<file path="config.mk">
export PLATFORM = sky130hd
export DESIGN_NAME = agl_regs
export DESIGN_NICKNAME = d
export VERILOG_FILES = /design/src/agl_gain_decode.v /design/src/agl_regs.v
export VERILOG_INCLUDE_DIRS = /design/src /design/src/src
export SDC_FILE = /design/constraint.sdc
export NUM_CORES = 1
export LEC_CHECK = 0
export BUFFER_PORTS_ARGS = -buffer_cell sky130_fd_sc_hd__buf_2
export CORE_UTILIZATION = 50
export DETAILED_ROUTE_END_ITERATION = 10
export PLACE_DENSITY = 0.75
export REMOVE_ABC_BUFFERS = 1
export SYNTH_ARGS = -nofsm -noshare
export SYNTH_HDL_FRONTEND = slang
export SYNTH_SLANG_ARGS = --single-unit
</file>
<file path="constraint.sdc">
create_clock -name CLOCK_IN -period 5.9 [get_ports CLOCK_IN]
set_clock_uncertainty 0.05 [all_clocks]
set_input_delay 0.295 -clock CLOCK_IN [delete_from_list [all_inputs] [get_ports CLOCK_IN]]
set_output_delay 0.295 -clock CLOCK_IN [all_outputs]
set_load 0.005 [all_outputs]
</file>
<file path="src/agl_defs.vh">
// Purpose: Constants for the gain, LED current and power register bank
// Assumes: 24-bit registers at word addresses 20h to 23h
// Notes: Included by agl_regs.v and agl_gain_decode.v
// Behaviour
// - All four registers 20h to 23h reset to zero.
// - Bit 15 of 20h chooses one shared gain set or two separate sets.
// - With separate gains, 20h bits 5-3 set the second feedback capacitor.
// - With separate gains, 20h bits 2-0 set the second feedback resistor.
// - Write-only bit 8 of 21h swaps conversion-ready for programmable pulse.
// - Programmable pulse starts and ends at its start and end counts.
// - 21h bits 5-3 set both capacitors, or only the first when separate.
// - 21h bits 2-0 set both resistors, or only the first when separate.
// - Resistor codes 0-7: 500k,250k,100k,50k,25k,10k,1M,2M ohms.
// - Capacitor codes 0-7: 5,2.5,10,7.5,20,17.5,25,22.5 pF.
// - 22h holds third LED 17-12, second 11-6, first 5-0.
// - LED code is linear, 0.8 mA a step, code 0 gives no current.
// - Bit 17 of 23h doubles the LED current range to 100 mA.
// - Bit 9 of 23h picks internal 4-MHz oscillator over external clock.
// - 23h bit 1 powers down receiver, bit 0 the whole front end.
// - 23h bits 20,14,4,3 power down blocks in dynamic power-down.
`ifndef AGL_DEFS_VH
`define AGL_DEFS_VH

////////////////////////////////////////////////////////////////////////////
// Register addresses and width
`define AGL_ADDR_W 8
`define AGL_DATA_W 24
`define AGL_ADDR_SECOND_GAIN 8'h20
`define AGL_ADDR_PRIMARY_GAIN 8'h21
`define AGL_ADDR_LED_CURRENT 8'h22
`define AGL_ADDR_POWER_CLOCK 8'h23
`define AGL_RESET_VALUE 24'h000000

////////////////////////////////////////////////////////////////////////////
// Readable bit masks per register (write-only and reserved read as zero)
`define AGL_MASK_SECOND_GAIN 24'h00803f
`define AGL_MASK_PRIMARY_GAIN 24'h00003f
`define AGL_MASK_LED_CURRENT 24'h03ffff
`define AGL_MASK_POWER_CLOCK 24'h12421b

////////////////////////////////////////////////////////////////////////////
// Field positions
`define AGL_SEP_GAIN_BIT 15
`define AGL_CAP_MSB 5
`define AGL_CAP_LSB 3
`define AGL_RES_MSB 2
`define AGL_RES_LSB 0
`define AGL_PULSE_SEL_BIT 8
`define AGL_LED3_MSB 17
`define AGL_LED3_LSB 12
`define AGL_LED2_MSB 11
`define AGL_LED2_LSB 6
`define AGL_LED1_MSB 5
`define AGL_LED1_LSB 0
`define AGL_DYN_TX_BIT 20
`define AGL_DOUBLE_RANGE_BIT 17
`define AGL_DYN_ADC_BIT 14
`define AGL_INT_CLK_BIT 9
`define AGL_DYN_TIA_BIT 4
`define AGL_DYN_ADC_REST_BIT 3
`define AGL_RX_PD_BIT 1
`define AGL_FULL_PD_BIT 0

////////////////////////////////////////////////////////////////////////////
// Analog setting scales
`define AGL_OHMS_W 21
`define AGL_CAP_W 8
`define AGL_LED_UA_W 17
`define AGL_LED_STEP_UA 17'd800
`define AGL_COUNT_W 16

`endif

</file>
<file path="src/agl_gain_decode.v">
// Purpose: Decode one resistor code and one capacitor code to values
// Assumes: Codes are 3 bits each; outputs are combinational
// Notes: Capacitance is given in tenths of a picofarad
`include "agl_defs.vh"

module agl_gain_decode (
  input wire [2:0] res_code_in,
  input wire [2:0] cap_code_in,
  output wire [`AGL_OHMS_W-1:0] ohms_out,
  output wire [`AGL_CAP_W-1:0] cap_tenth_pf_out
);

  ////////////////////////////////////////////////////////////////////////
  // Resistor table, note the non-monotonic order of the top two codes
  function [`AGL_OHMS_W-1:0] res_ohms;
    input [2:0] code;
    begin
      case (code)
        3'h0: res_ohms = 21'd500000;
        3'h1: res_ohms = 21'd250000;
        3'h2: res_ohms = 21'd100000;
        3'h3: res_ohms = 21'd50000;
        3'h4: res_ohms = 21'd25000;
        3'h5: res_ohms = 21'd10000;
        3'h6: res_ohms = 21'd1000000;
        default: res_ohms = 21'd2000000;
      endcase
    end
  endfunction

  ////////////////////////////////////////////////////////////////////////
  // Capacitor table in 0.1 pF units so half steps stay exact
  function [`AGL_CAP_W-1:0] cap_tenths;
    input [2:0] code;
    begin
      case (code)
        3'h0: cap_tenths = 8'd50;
        3'h1: cap_tenths = 8'd25;
        3'h2: cap_tenths = 8'd100;
        3'h3: cap_tenths = 8'd75;
        3'h4: cap_tenths = 8'd200;
        3'h5: cap_tenths = 8'd175;
        3'h6: cap_tenths = 8'd250;
        default: cap_tenths = 8'd225;
      endcase
    end
  endfunction

  // Pure lookup, registered by the caller
  assign ohms_out = res_ohms(res_code_in);
  assign cap_tenth_pf_out = cap_tenths(cap_code_in);

endmodule // agl_gain_decode

</file>
<file path="src/agl_regs.v">
// Purpose: Gain, LED current and power configuration registers 20h-23h
// Assumes: Register port and timing-engine inputs run on CLOCK_IN
// Notes: Every output is a flip-flop; settings lag a write by one cycle
`include "agl_defs.vh"

module agl_regs (
  input wire CLOCK_IN,
  input wire SYS_RST_IN,
  input wire REG_WR_EN_IN,
  input wire REG_RD_EN_IN,
  input wire [`AGL_ADDR_W-1:0] REG_ADDR_IN,
  input wire [`AGL_DATA_W-1:0] REG_WDATA_IN,
  input wire ADC_READY_IN,
  input wire [`AGL_COUNT_W-1:0] TIMING_COUNT_IN,
  input wire [`AGL_COUNT_W-1:0] PROG_PULSE_START_COUNT_IN,
  input wire [`AGL_COUNT_W-1:0] PROG_PULSE_END_COUNT_IN,
  output reg [`AGL_DATA_W-1:0] REG_RDATA_OUT,
  output reg REG_RVALID_OUT,
  output reg READY_PIN_OUT,
  output reg SEPARATE_GAIN_ENABLE_OUT,
  output reg [2:0] FIRST_RES_CODE_OUT,
  output reg [2:0] SECOND_RES_CODE_OUT,
  output reg [2:0] FIRST_CAP_CODE_OUT,
  output reg [2:0] SECOND_CAP_CODE_OUT,
  output reg [`AGL_OHMS_W-1:0] FIRST_RES_OHMS_OUT,
  output reg [`AGL_OHMS_W-1:0] SECOND_RES_OHMS_OUT,
  output reg [`AGL_CAP_W-1:0] FIRST_CAP_TENTH_PF_OUT,
  output reg [`AGL_CAP_W-1:0] SECOND_CAP_TENTH_PF_OUT,
  output reg [`AGL_LED_UA_W-1:0] FIRST_LED_UA_OUT,
  output reg [`AGL_LED_UA_W-1:0] SECOND_LED_UA_OUT,
  output reg [`AGL_LED_UA_W-1:0] THIRD_LED_UA_OUT,
  output reg DOUBLE_CURRENT_RANGE_OUT,
  output reg INTERNAL_CLOCK_SELECT_OUT,
  output reg RECEIVER_POWERDOWN_OUT,
  output reg FULL_POWERDOWN_OUT,
  output reg DYN_PD_TRANSMITTER_OUT,
  output reg DYN_PD_CONVERTER_OUT,
  output reg DYN_PD_AMPLIFIER_OUT,
  output reg DYN_PD_CONVERTER_REST_OUT
);

  ////////////////////////////////////////////////////////////////////////
  // Storage; full 24-bit words, unimplemented bits held at zero by the write masks
  reg [`AGL_DATA_W-1:0] second_gain_set_control_reg;
  reg [`AGL_DATA_W-1:0] primary_gain_and_ready_select_reg;
  reg [`AGL_DATA_W-1:0] led_current_codes_reg;
  reg [`AGL_DATA_W-1:0] power_and_clock_control_reg;
  reg programmable_pulse_select_reg;
  reg prog_pulse_reg;
  reg prog_pulse_next;

  wire separate_gain_enable;
  wire [2:0] feedback_res_code;
  wire [2:0] feedback_cap_code;
  wire [2:0] second_feedback_res_code;
  wire [2:0] second_feedback_cap_code;
  wire [2:0] first_res_sel;
  wire [2:0] second_res_sel;
  wire [2:0] first_cap_sel;
  wire [2:0] second_cap_sel;
  wire [5:0] first_led_current_code;
  wire [5:0] second_led_current_code;
  wire [5:0] third_led_current_code;
  wire double_current_range;
  wire [`AGL_OHMS_W-1:0] ohms_dec [0:1];
  wire [`AGL_CAP_W-1:0] cap_dec [0:1];
  wire [`AGL_DATA_W-1:0] rdata_next;

  ////////////////////////////////////////////////////////////////////////
  // Readback mask per address; unmapped addresses give zero
  function [`AGL_DATA_W-1:0] read_mask;
    input [`AGL_ADDR_W-1:0] addr;
    begin
      case (addr)
        `AGL_ADDR_SECOND_GAIN: read_mask = `AGL_MASK_SECOND_GAIN;
        `AGL_ADDR_PRIMARY_GAIN: read_mask = `AGL_MASK_PRIMARY_GAIN;
        `AGL_ADDR_LED_CURRENT: read_mask = `AGL_MASK_LED_CURRENT;
        `AGL_ADDR_POWER_CLOCK: read_mask = `AGL_MASK_POWER_CLOCK;
        default: read_mask = 24'h000000;
      endcase
    end
  endfunction

  ////////////////////////////////////////////////////////////////////////
  // LED code to microamps; doubling range doubles every step
  function [`AGL_LED_UA_W-1:0] led_ua;
    input [5:0] code;
    input dbl;
    reg [`AGL_LED_UA_W-1:0] base;
    begin
      base = `AGL_LED_STEP_UA * {11'h000, code};
      led_ua = dbl ? {base[`AGL_LED_UA_W-2:0], 1'b0} : base;
    end
  endfunction

  ////////////////////////////////////////////////////////////////////////
  // Register writes; reserved bits are masked off so stray ones from
  // software that ignores the write-zero convention cannot leak out
  always @(posedge CLOCK_IN) begin
    if (SYS_RST_IN) begin
      second_gain_set_control_reg <= `AGL_RESET_VALUE;
      primary_gain_and_ready_select_reg <= `AGL_RESET_VALUE;
      led_current_codes_reg <= `AGL_RESET_VALUE;
      power_and_clock_control_reg <= `AGL_RESET_VALUE;
      programmable_pulse_select_reg <= 1'b0;
    end else if (REG_WR_EN_IN) begin
      case (REG_ADDR_IN)
        `AGL_ADDR_SECOND_GAIN: begin
          second_gain_set_control_reg <=
            REG_WDATA_IN & `AGL_MASK_SECOND_GAIN;
        end
        `AGL_ADDR_PRIMARY_GAIN: begin
          primary_gain_and_ready_select_reg <=
            REG_WDATA_IN & `AGL_MASK_PRIMARY_GAIN;
          programmable_pulse_select_reg <=
            REG_WDATA_IN[`AGL_PULSE_SEL_BIT];
        end
        `AGL_ADDR_LED_CURRENT: begin
          led_current_codes_reg <= REG_WDATA_IN & `AGL_MASK_LED_CURRENT;
        end
        `AGL_ADDR_POWER_CLOCK: begin
          power_and_clock_control_reg <=
            REG_WDATA_IN & `AGL_MASK_POWER_CLOCK;
        end
        default: begin
          second_gain_set_control_reg <= second_gain_set_control_reg;
        end
      endcase
    end
  end

  ////////////////////////////////////////////////////////////////////////
  // Field extraction
  assign separate_gain_enable =
    second_gain_set_control_reg[`AGL_SEP_GAIN_BIT];
  assign second_feedback_cap_code =
    second_gain_set_control_reg[`AGL_CAP_MSB:`AGL_CAP_LSB];
  assign second_feedback_res_code =
    second_gain_set_control_reg[`AGL_RES_MSB:`AGL_RES_LSB];
  assign feedback_cap_code =
    primary_gain_and_ready_select_reg[`AGL_CAP_MSB:`AGL_CAP_LSB];
  assign feedback_res_code =
    primary_gain_and_ready_select_reg[`AGL_RES_MSB:`AGL_RES_LSB];
  assign first_led_current_code =
    led_current_codes_reg[`AGL_LED1_MSB:`AGL_LED1_LSB];
  assign second_led_current_code =
    led_current_codes_reg[`AGL_LED2_MSB:`AGL_LED2_LSB];
  assign third_led_current_code =
    led_current_codes_reg[`AGL_LED3_MSB:`AGL_LED3_LSB];
  assign double_current_range =
    power_and_clock_control_reg[`AGL_DOUBLE_RANGE_BIT];

  ////////////////////////////////////////////////////////////////////////
  // Gain set selection: the primary fields feed both sets unless the
  // separate mode hands the second set to its own fields
  assign first_res_sel = feedback_res_code;
  assign first_cap_sel = feedback_cap_code;
  assign second_res_sel = separate_gain_enable ?
    second_feedback_res_code : feedback_res_code;
  assign second_cap_sel = separate_gain_enable ?
    second_feedback_cap_code : feedback_cap_code;

  ////////////////////////////////////////////////////////////////////////
  // One decoder per gain set
  genvar g;
  generate
    for (g = 0; g < 2; g = g + 1) begin : gen_gain_dec
      agl_gain_decode u_dec (
        .res_code_in((g == 0) ? first_res_sel : second_res_sel),
        .cap_code_in((g == 0) ? first_cap_sel : second_cap_sel),
        .ohms_out(ohms_dec[g]),
        .cap_tenth_pf_out(cap_dec[g])
      );
    end
  endgenerate

  ////////////////////////////////////////////////////////////////////////
  // Programmable pulse: rises at the start count, falls at the end count;
  // if both match in one cycle the fall wins so the pin stays low
  always @* begin
    prog_pulse_next = prog_pulse_reg;
    if (TIMING_COUNT_IN == PROG_PULSE_START_COUNT_IN) begin
      prog_pulse_next = 1'b1;
    end
    if (TIMING_COUNT_IN == PROG_PULSE_END_COUNT_IN) begin
      prog_pulse_next = 1'b0;
    end
  end

  always @(posedge CLOCK_IN) begin
    if (SYS_RST_IN) begin
      prog_pulse_reg <= 1'b0;
    end else begin
      prog_pulse_reg <= prog_pulse_next;
    end
  end

  ////////////////////////////////////////////////////////////////////////
  // Readback; the pulse select bit is absent from the mask
  assign rdata_next = (REG_ADDR_IN == `AGL_ADDR_SECOND_GAIN) ?
      second_gain_set_control_reg :
    (REG_ADDR_IN == `AGL_ADDR_PRIMARY_GAIN) ?
      primary_gain_and_ready_select_reg :
    (REG_ADDR_IN == `AGL_ADDR_LED_CURRENT) ? led_current_codes_reg :
      power_and_clock_control_reg;

  // Read data is held until the next read so a slow host can sample it
  always @(posedge CLOCK_IN) begin
    if (SYS_RST_IN) begin
      REG_RDATA_OUT <= `AGL_RESET_VALUE;
      REG_RVALID_OUT <= 1'b0;
    end else begin
      REG_RVALID_OUT <= REG_RD_EN_IN;
      if (REG_RD_EN_IN) begin
        REG_RDATA_OUT <= rdata_next & read_mask(REG_ADDR_IN);
      end
    end
  end

  ////////////////////////////////////////////////////////////////////////
  // Ready pin: normal conversion-ready, or the timing-engine pulse
  always @(posedge CLOCK_IN) begin
    if (SYS_RST_IN) begin
      READY_PIN_OUT <= 1'b0;
    end else begin
      READY_PIN_OUT <= programmable_pulse_select_reg ?
        prog_pulse_next : ADC_READY_IN;
    end
  end

  ////////////////////////////////////////////////////////////////////////
  // Analog settings, registered so the pins see no decode glitches
  always @(posedge CLOCK_IN) begin
    if (SYS_RST_IN) begin
      SEPARATE_GAIN_ENABLE_OUT <= 1'b0;
      FIRST_RES_CODE_OUT <= 3'h0;
      SECOND_RES_CODE_OUT <= 3'h0;
      FIRST_CAP_CODE_OUT <= 3'h0;
      SECOND_CAP_CODE_OUT <= 3'h0;
      FIRST_RES_OHMS_OUT <= 21'd500000;
      SECOND_RES_OHMS_OUT <= 21'd500000;
      FIRST_CAP_TENTH_PF_OUT <= 8'd50;
      SECOND_CAP_TENTH_PF_OUT <= 8'd50;
      FIRST_LED_UA_OUT <= 17'h00000;
      SECOND_LED_UA_OUT <= 17'h00000;
      THIRD_LED_UA_OUT <= 17'h00000;
    end else begin
      SEPARATE_GAIN_ENABLE_OUT <= separate_gain_enable;
      FIRST_RES_CODE_OUT <= first_res_sel;
      SECOND_RES_CODE_OUT <= second_res_sel;
      FIRST_CAP_CODE_OUT <= first_cap_sel;
      SECOND_CAP_CODE_OUT <= second_cap_sel;
      FIRST_RES_OHMS_OUT <= ohms_dec[0];
      SECOND_RES_OHMS_OUT <= ohms_dec[1];
      FIRST_CAP_TENTH_PF_OUT <= cap_dec[0];
      SECOND_CAP_TENTH_PF_OUT <= cap_dec[1];
      FIRST_LED_UA_OUT <=
        led_ua(first_led_current_code, double_current_range);
      SECOND_LED_UA_OUT <=
        led_ua(second_led_current_code, double_current_range);
      THIRD_LED_UA_OUT <=
        led_ua(third_led_current_code, double_current_range);
    end
  end

  ////////////////////////////////////////////////////////////////////////
  // Power and clock controls
  always @(posedge CLOCK_IN) begin
    if (SYS_RST_IN) begin
      DOUBLE_CURRENT_RANGE_OUT <= 1'b0;
      INTERNAL_CLOCK_SELECT_OUT <= 1'b0;
      RECEIVER_POWERDOWN_OUT <= 1'b0;
      FULL_POWERDOWN_OUT <= 1'b0;
      DYN_PD_TRANSMITTER_OUT <= 1'b0;
      DYN_PD_CONVERTER_OUT <= 1'b0;
      DYN_PD_AMPLIFIER_OUT <= 1'b0;
      DYN_PD_CONVERTER_REST_OUT <= 1'b0;
    end else begin
      DOUBLE_CURRENT_RANGE_OUT <= double_current_range;
      INTERNAL_CLOCK_SELECT_OUT <=
        power_and_clock_control_reg[`AGL_INT_CLK_BIT];
      RECEIVER_POWERDOWN_OUT <=
        power_and_clock_control_reg[`AGL_RX_PD_BIT];
      FULL_POWERDOWN_OUT <=
        power_and_clock_control_reg[`AGL_FULL_PD_BIT];
      DYN_PD_TRANSMITTER_OUT <=
        power_and_clock_control_reg[`AGL_DYN_TX_BIT];
      DYN_PD_CONVERTER_OUT <=
        power_and_clock_control_reg[`AGL_DYN_ADC_BIT];
      DYN_PD_AMPLIFIER_OUT <=
        power_and_clock_control_reg[`AGL_DYN_TIA_BIT];
      DYN_PD_CONVERTER_REST_OUT <=
        power_and_clock_control_reg[`AGL_DYN_ADC_REST_BIT];
    end
  end

endmodule // agl_regs

</file>
==> run summary <==
status - finished clean
Die Wd - 127 µm
placed cell areas - 8780 µm²
hold_buf cts - 0
number of I/O port buffers - 207
Synth Area in Compound Gates - 10.1%
worst skew pair latency - 0.43 ns
max FFs per register - 19
max-slew violations - 0
Seq/Total Area, Yosys - 43.0%
# DRC - 0
first-pass GRT wire length - 28700 µm
nets@finish - 1180
synthesized cell area - 7780 µm²
VDD IR max - 183 µV
share of layout cells above drive strength 1 - 24.7%
CTS tree - done
DRT iter0 DRCs - 256
Ant. Diodes - 0
synthesized-area fraction occupied by adder cells - 11.5%
vias in the first global route - 5824
Async SR Flop Fraction - 0%
startpoint types - flip-flop
slowest cell delay on critical path - 0.57 ns
commonest non-fill, non-tap cell in the layout - buf_2
grt total ovfl - 0
CP Buf/Inv Count - 0
dpl hpwl - 13300 µm
synth warn - 0
initial antenna violation count - 0
Antenna Nets Post-Route - 0
minimum period implied by the final worst setup slack - 3.31 ns
Total Routing Usage GR - 22.9%
largest net degree at the start of global routing - 86
Period Utilization, post-route - 56.0%
P_int - 1.73 mW
Clock Power Share - 46.2%
full die area - 16100 µm²
routed len/inst - 15.0 µm
CP delay by family, top - adder cells
Worst-path clk slew - 0.07 ns
via count - 6344
H-tree depth - 4
CP arrival - 3.51 ns
commonest cells after routing, fill and taps aside - buf_2, dfxtp_1, nand2_1
Max Fanout on Critical Path - 6
Initial Utilization - 51.2%
Synth Area in Simple Gates - 16.1%
post-route cell area - 9340 µm²
CP most frequent cell - ha_1
Synth cell types - 52
slack of the worst reg-to-reg path - 2.59 ns
final WL - 18400 µm
largest family of logic cells by synthesized area - simple AND/OR/NAND/NOR gates
chip height - 127 µm
root buffer cell - clkbuf_16
crit path cell chain - ha_1, ha_1, ha_1, ha_1, nor2b_1, o31a_1, o211a_1, a2111oi_0, o311ai_0
reg-to-reg startpoint - led_current_codes_reg[2]
Post-synth EDFFs - 0
endpoint type of the worst setup path - flip-flop
cells on worst reg2reg path - 9
clock buffer depth - 2
Pwr per Cell Area - 245 nW/µm²
Seq pwr share - 49.3%
core area - 15200 µm²
Placed Instances - 1194
Sw Share - 24.5%
P_leak - 4.49 nW
Final setup viols - 0
DRT Pass-1 Iters - 4
CTS sink cnt - 167
critical path class - flip-flop to flip-flop
post-synthesis xor/xnor area fraction - 6.08%
Gate Count Post-Synth - 841
setup repair bufs after CTS - 0
post-layout util - 61.5%
I/O pin count - 241
Final TNS setup - 0 ns
worst flop-to-flop path endpoint - FIRST_LED_UA_OUT[15]
sw power - 0.561 mW
num rows - 45
hold endpoint - led_current_codes_reg[11]
cts bufs inserted - 17
Most used DFF post-synth - dfxtp_1
gp weighted congestion - 0.837
Syn Area/Cell - 9.26 µm²
final count of hold timing violations - 0
worst-margin pin slew - 1.08 ns
Peak Freq - 0.303 GHz
slew margin rel. - 27.9%
unrepaired setup endpoints after global routing - false
Max-cap violations - 0
CP required - 6.11 ns
mux share of post-synthesis cell area - 6.80%
Comb power frac - 4.5%
synth-to-layout area growth - 20.0%
register bit count reported by yosys - 167
worst hold path class - input port to flip-flop
slowest library cell on the worst path - a2111oi_0
hold depth - 3
routed vias/inst - 5.17
post-CTS resize count - 0
hold path start - REG_WDATA_IN[11]
Finished Layout Cells - 1226
-- synth_stat cells, types with 2 or more instances --
library cell / instances / area (µm²)
a2111oi_0: 5 / 43.8
a211oi_1: 3 / 22.5
a21o_1: 6 / 45.0
a21oi_1: 66 / 330
a22oi_1: 6 / 45.0
a31oi_1: 3 / 18.8
a32oi_1: 3 / 26.3
and2_1: 5 / 31.3
and3_1: 2 / 12.5
buf_1: 7 / 26.3
buf_4: 32 / 240
clkbuf_1: 31 / 116
dfxtp_1: 167 / 3340
fa_1: 3 / 60.1
ha_1: 67 / 838
inv_1: 25 / 93.8
mux2_2: 5 / 56.3
mux2i_1: 45 / 450
nand2_1: 93 / 349
nand2b_1: 11 / 68.8
nand3_1: 13 / 65.1
nand4_1: 8 / 50.1
nor2_1: 88 / 330
nor2b_1: 20 / 125
nor3_1: 13 / 65.1
nor3b_1: 2 / 15.0
nor4_1: 7 / 43.8
o211a_1: 2 / 20.0
o211ai_1: 2 / 15.0
o21a_1: 7 / 52.6
o21ai_0: 15 / 75.1
o21bai_1: 3 / 22.5
o311ai_0: 2 / 17.5
o31a_1: 3 / 26.3
or4b_2: 2 / 20.0
xnor2_1: 31 / 272
xor2_1: 23 / 201
-- power groups by stage --
| stage | combinational, mW | sequential [mW] | clock, mW |
|---|---|---|---|
| after floorplan | 0.0352 | 1.16 | 0 |
| after global placement | 0.101 | 1.16 | 0 |
| after detailed placement | 0.102 | 1.16 | 0 |
| after CTS | 0.103 | 1.13 | 1.08 |
| after global routing | 0.110 | 1.13 | 1.13 |
| final | 0.102 | 1.13 | 1.06 |
-- routing by layer --
layer	wire (µm)	vias up	global-route usage, %
li1	-	3178	-
met1	8030	2910	28.5
met2	8740	232	38.9
met3	1240	24	4.72
met4	422	0	8.96
met5	0	-	0
-- worst max-delay path by stage --
stage,depth (start not counted),slack [ns],end,from
6_report,9,2.59,FIRST_LED_UA_OUT[15],led_current_codes_reg[2]
5_1_grt,10,2.35,FIRST_LED_UA_OUT[15],led_current_codes_reg[1]
3_3_place_gp,9,2.62,FIRST_LED_UA_OUT[15],led_current_codes_reg[2]
4_1_cts,9,2.57,FIRST_LED_UA_OUT[15],led_current_codes_reg[2]
3_5_place_dp,9,2.56,FIRST_LED_UA_OUT[15],led_current_codes_reg[2]
2_1_floorplan,9,2.96,SECOND_LED_UA_OUT[15],led_current_codes_reg[8]
-- through the flow --
step	power, mW	hold WS, ns	setup WS (ns)
3_5_place_dp	1.26	0.403	2.56
5_1_grt	2.37	0.0650	2.35
3_3_place_gp	1.26	0.387	2.62
6_report	2.29	0.0560	2.59
4_1_cts	2.31	0.0425	2.57
2_1_floorplan	1.19	0.307	2.96
-- final cells by class --
type                    count  area [µm²]
clock buffers              18         429
flip-flops and latches    167        3340
repair buffers            210        1060
fillers                  1344        5860
well taps                 188         235
inverters                  26        97.6
clock inverters            14         130
multi-input cells         603        4050
-- tightest hold or removal path: cells and delay by family --
family	cells	cell delay, ns
AOI/OAI and AO/OA	1	0.05
buffers and inverters	1	0.09
and+or+nand+nor	1	0.04
-- logic make-up after synthesis --
family | Yosys count
flip-flops | 167
buffers and inverters | 98
XOR/XNOR | 54
AND/OR/NAND/NOR | 271
adder cells (fa/ha/maj) | 70
AO/OA/AOI/OAI | 129
other | 1
multiplexers | 51
Power figures use the tool's default switching activity.
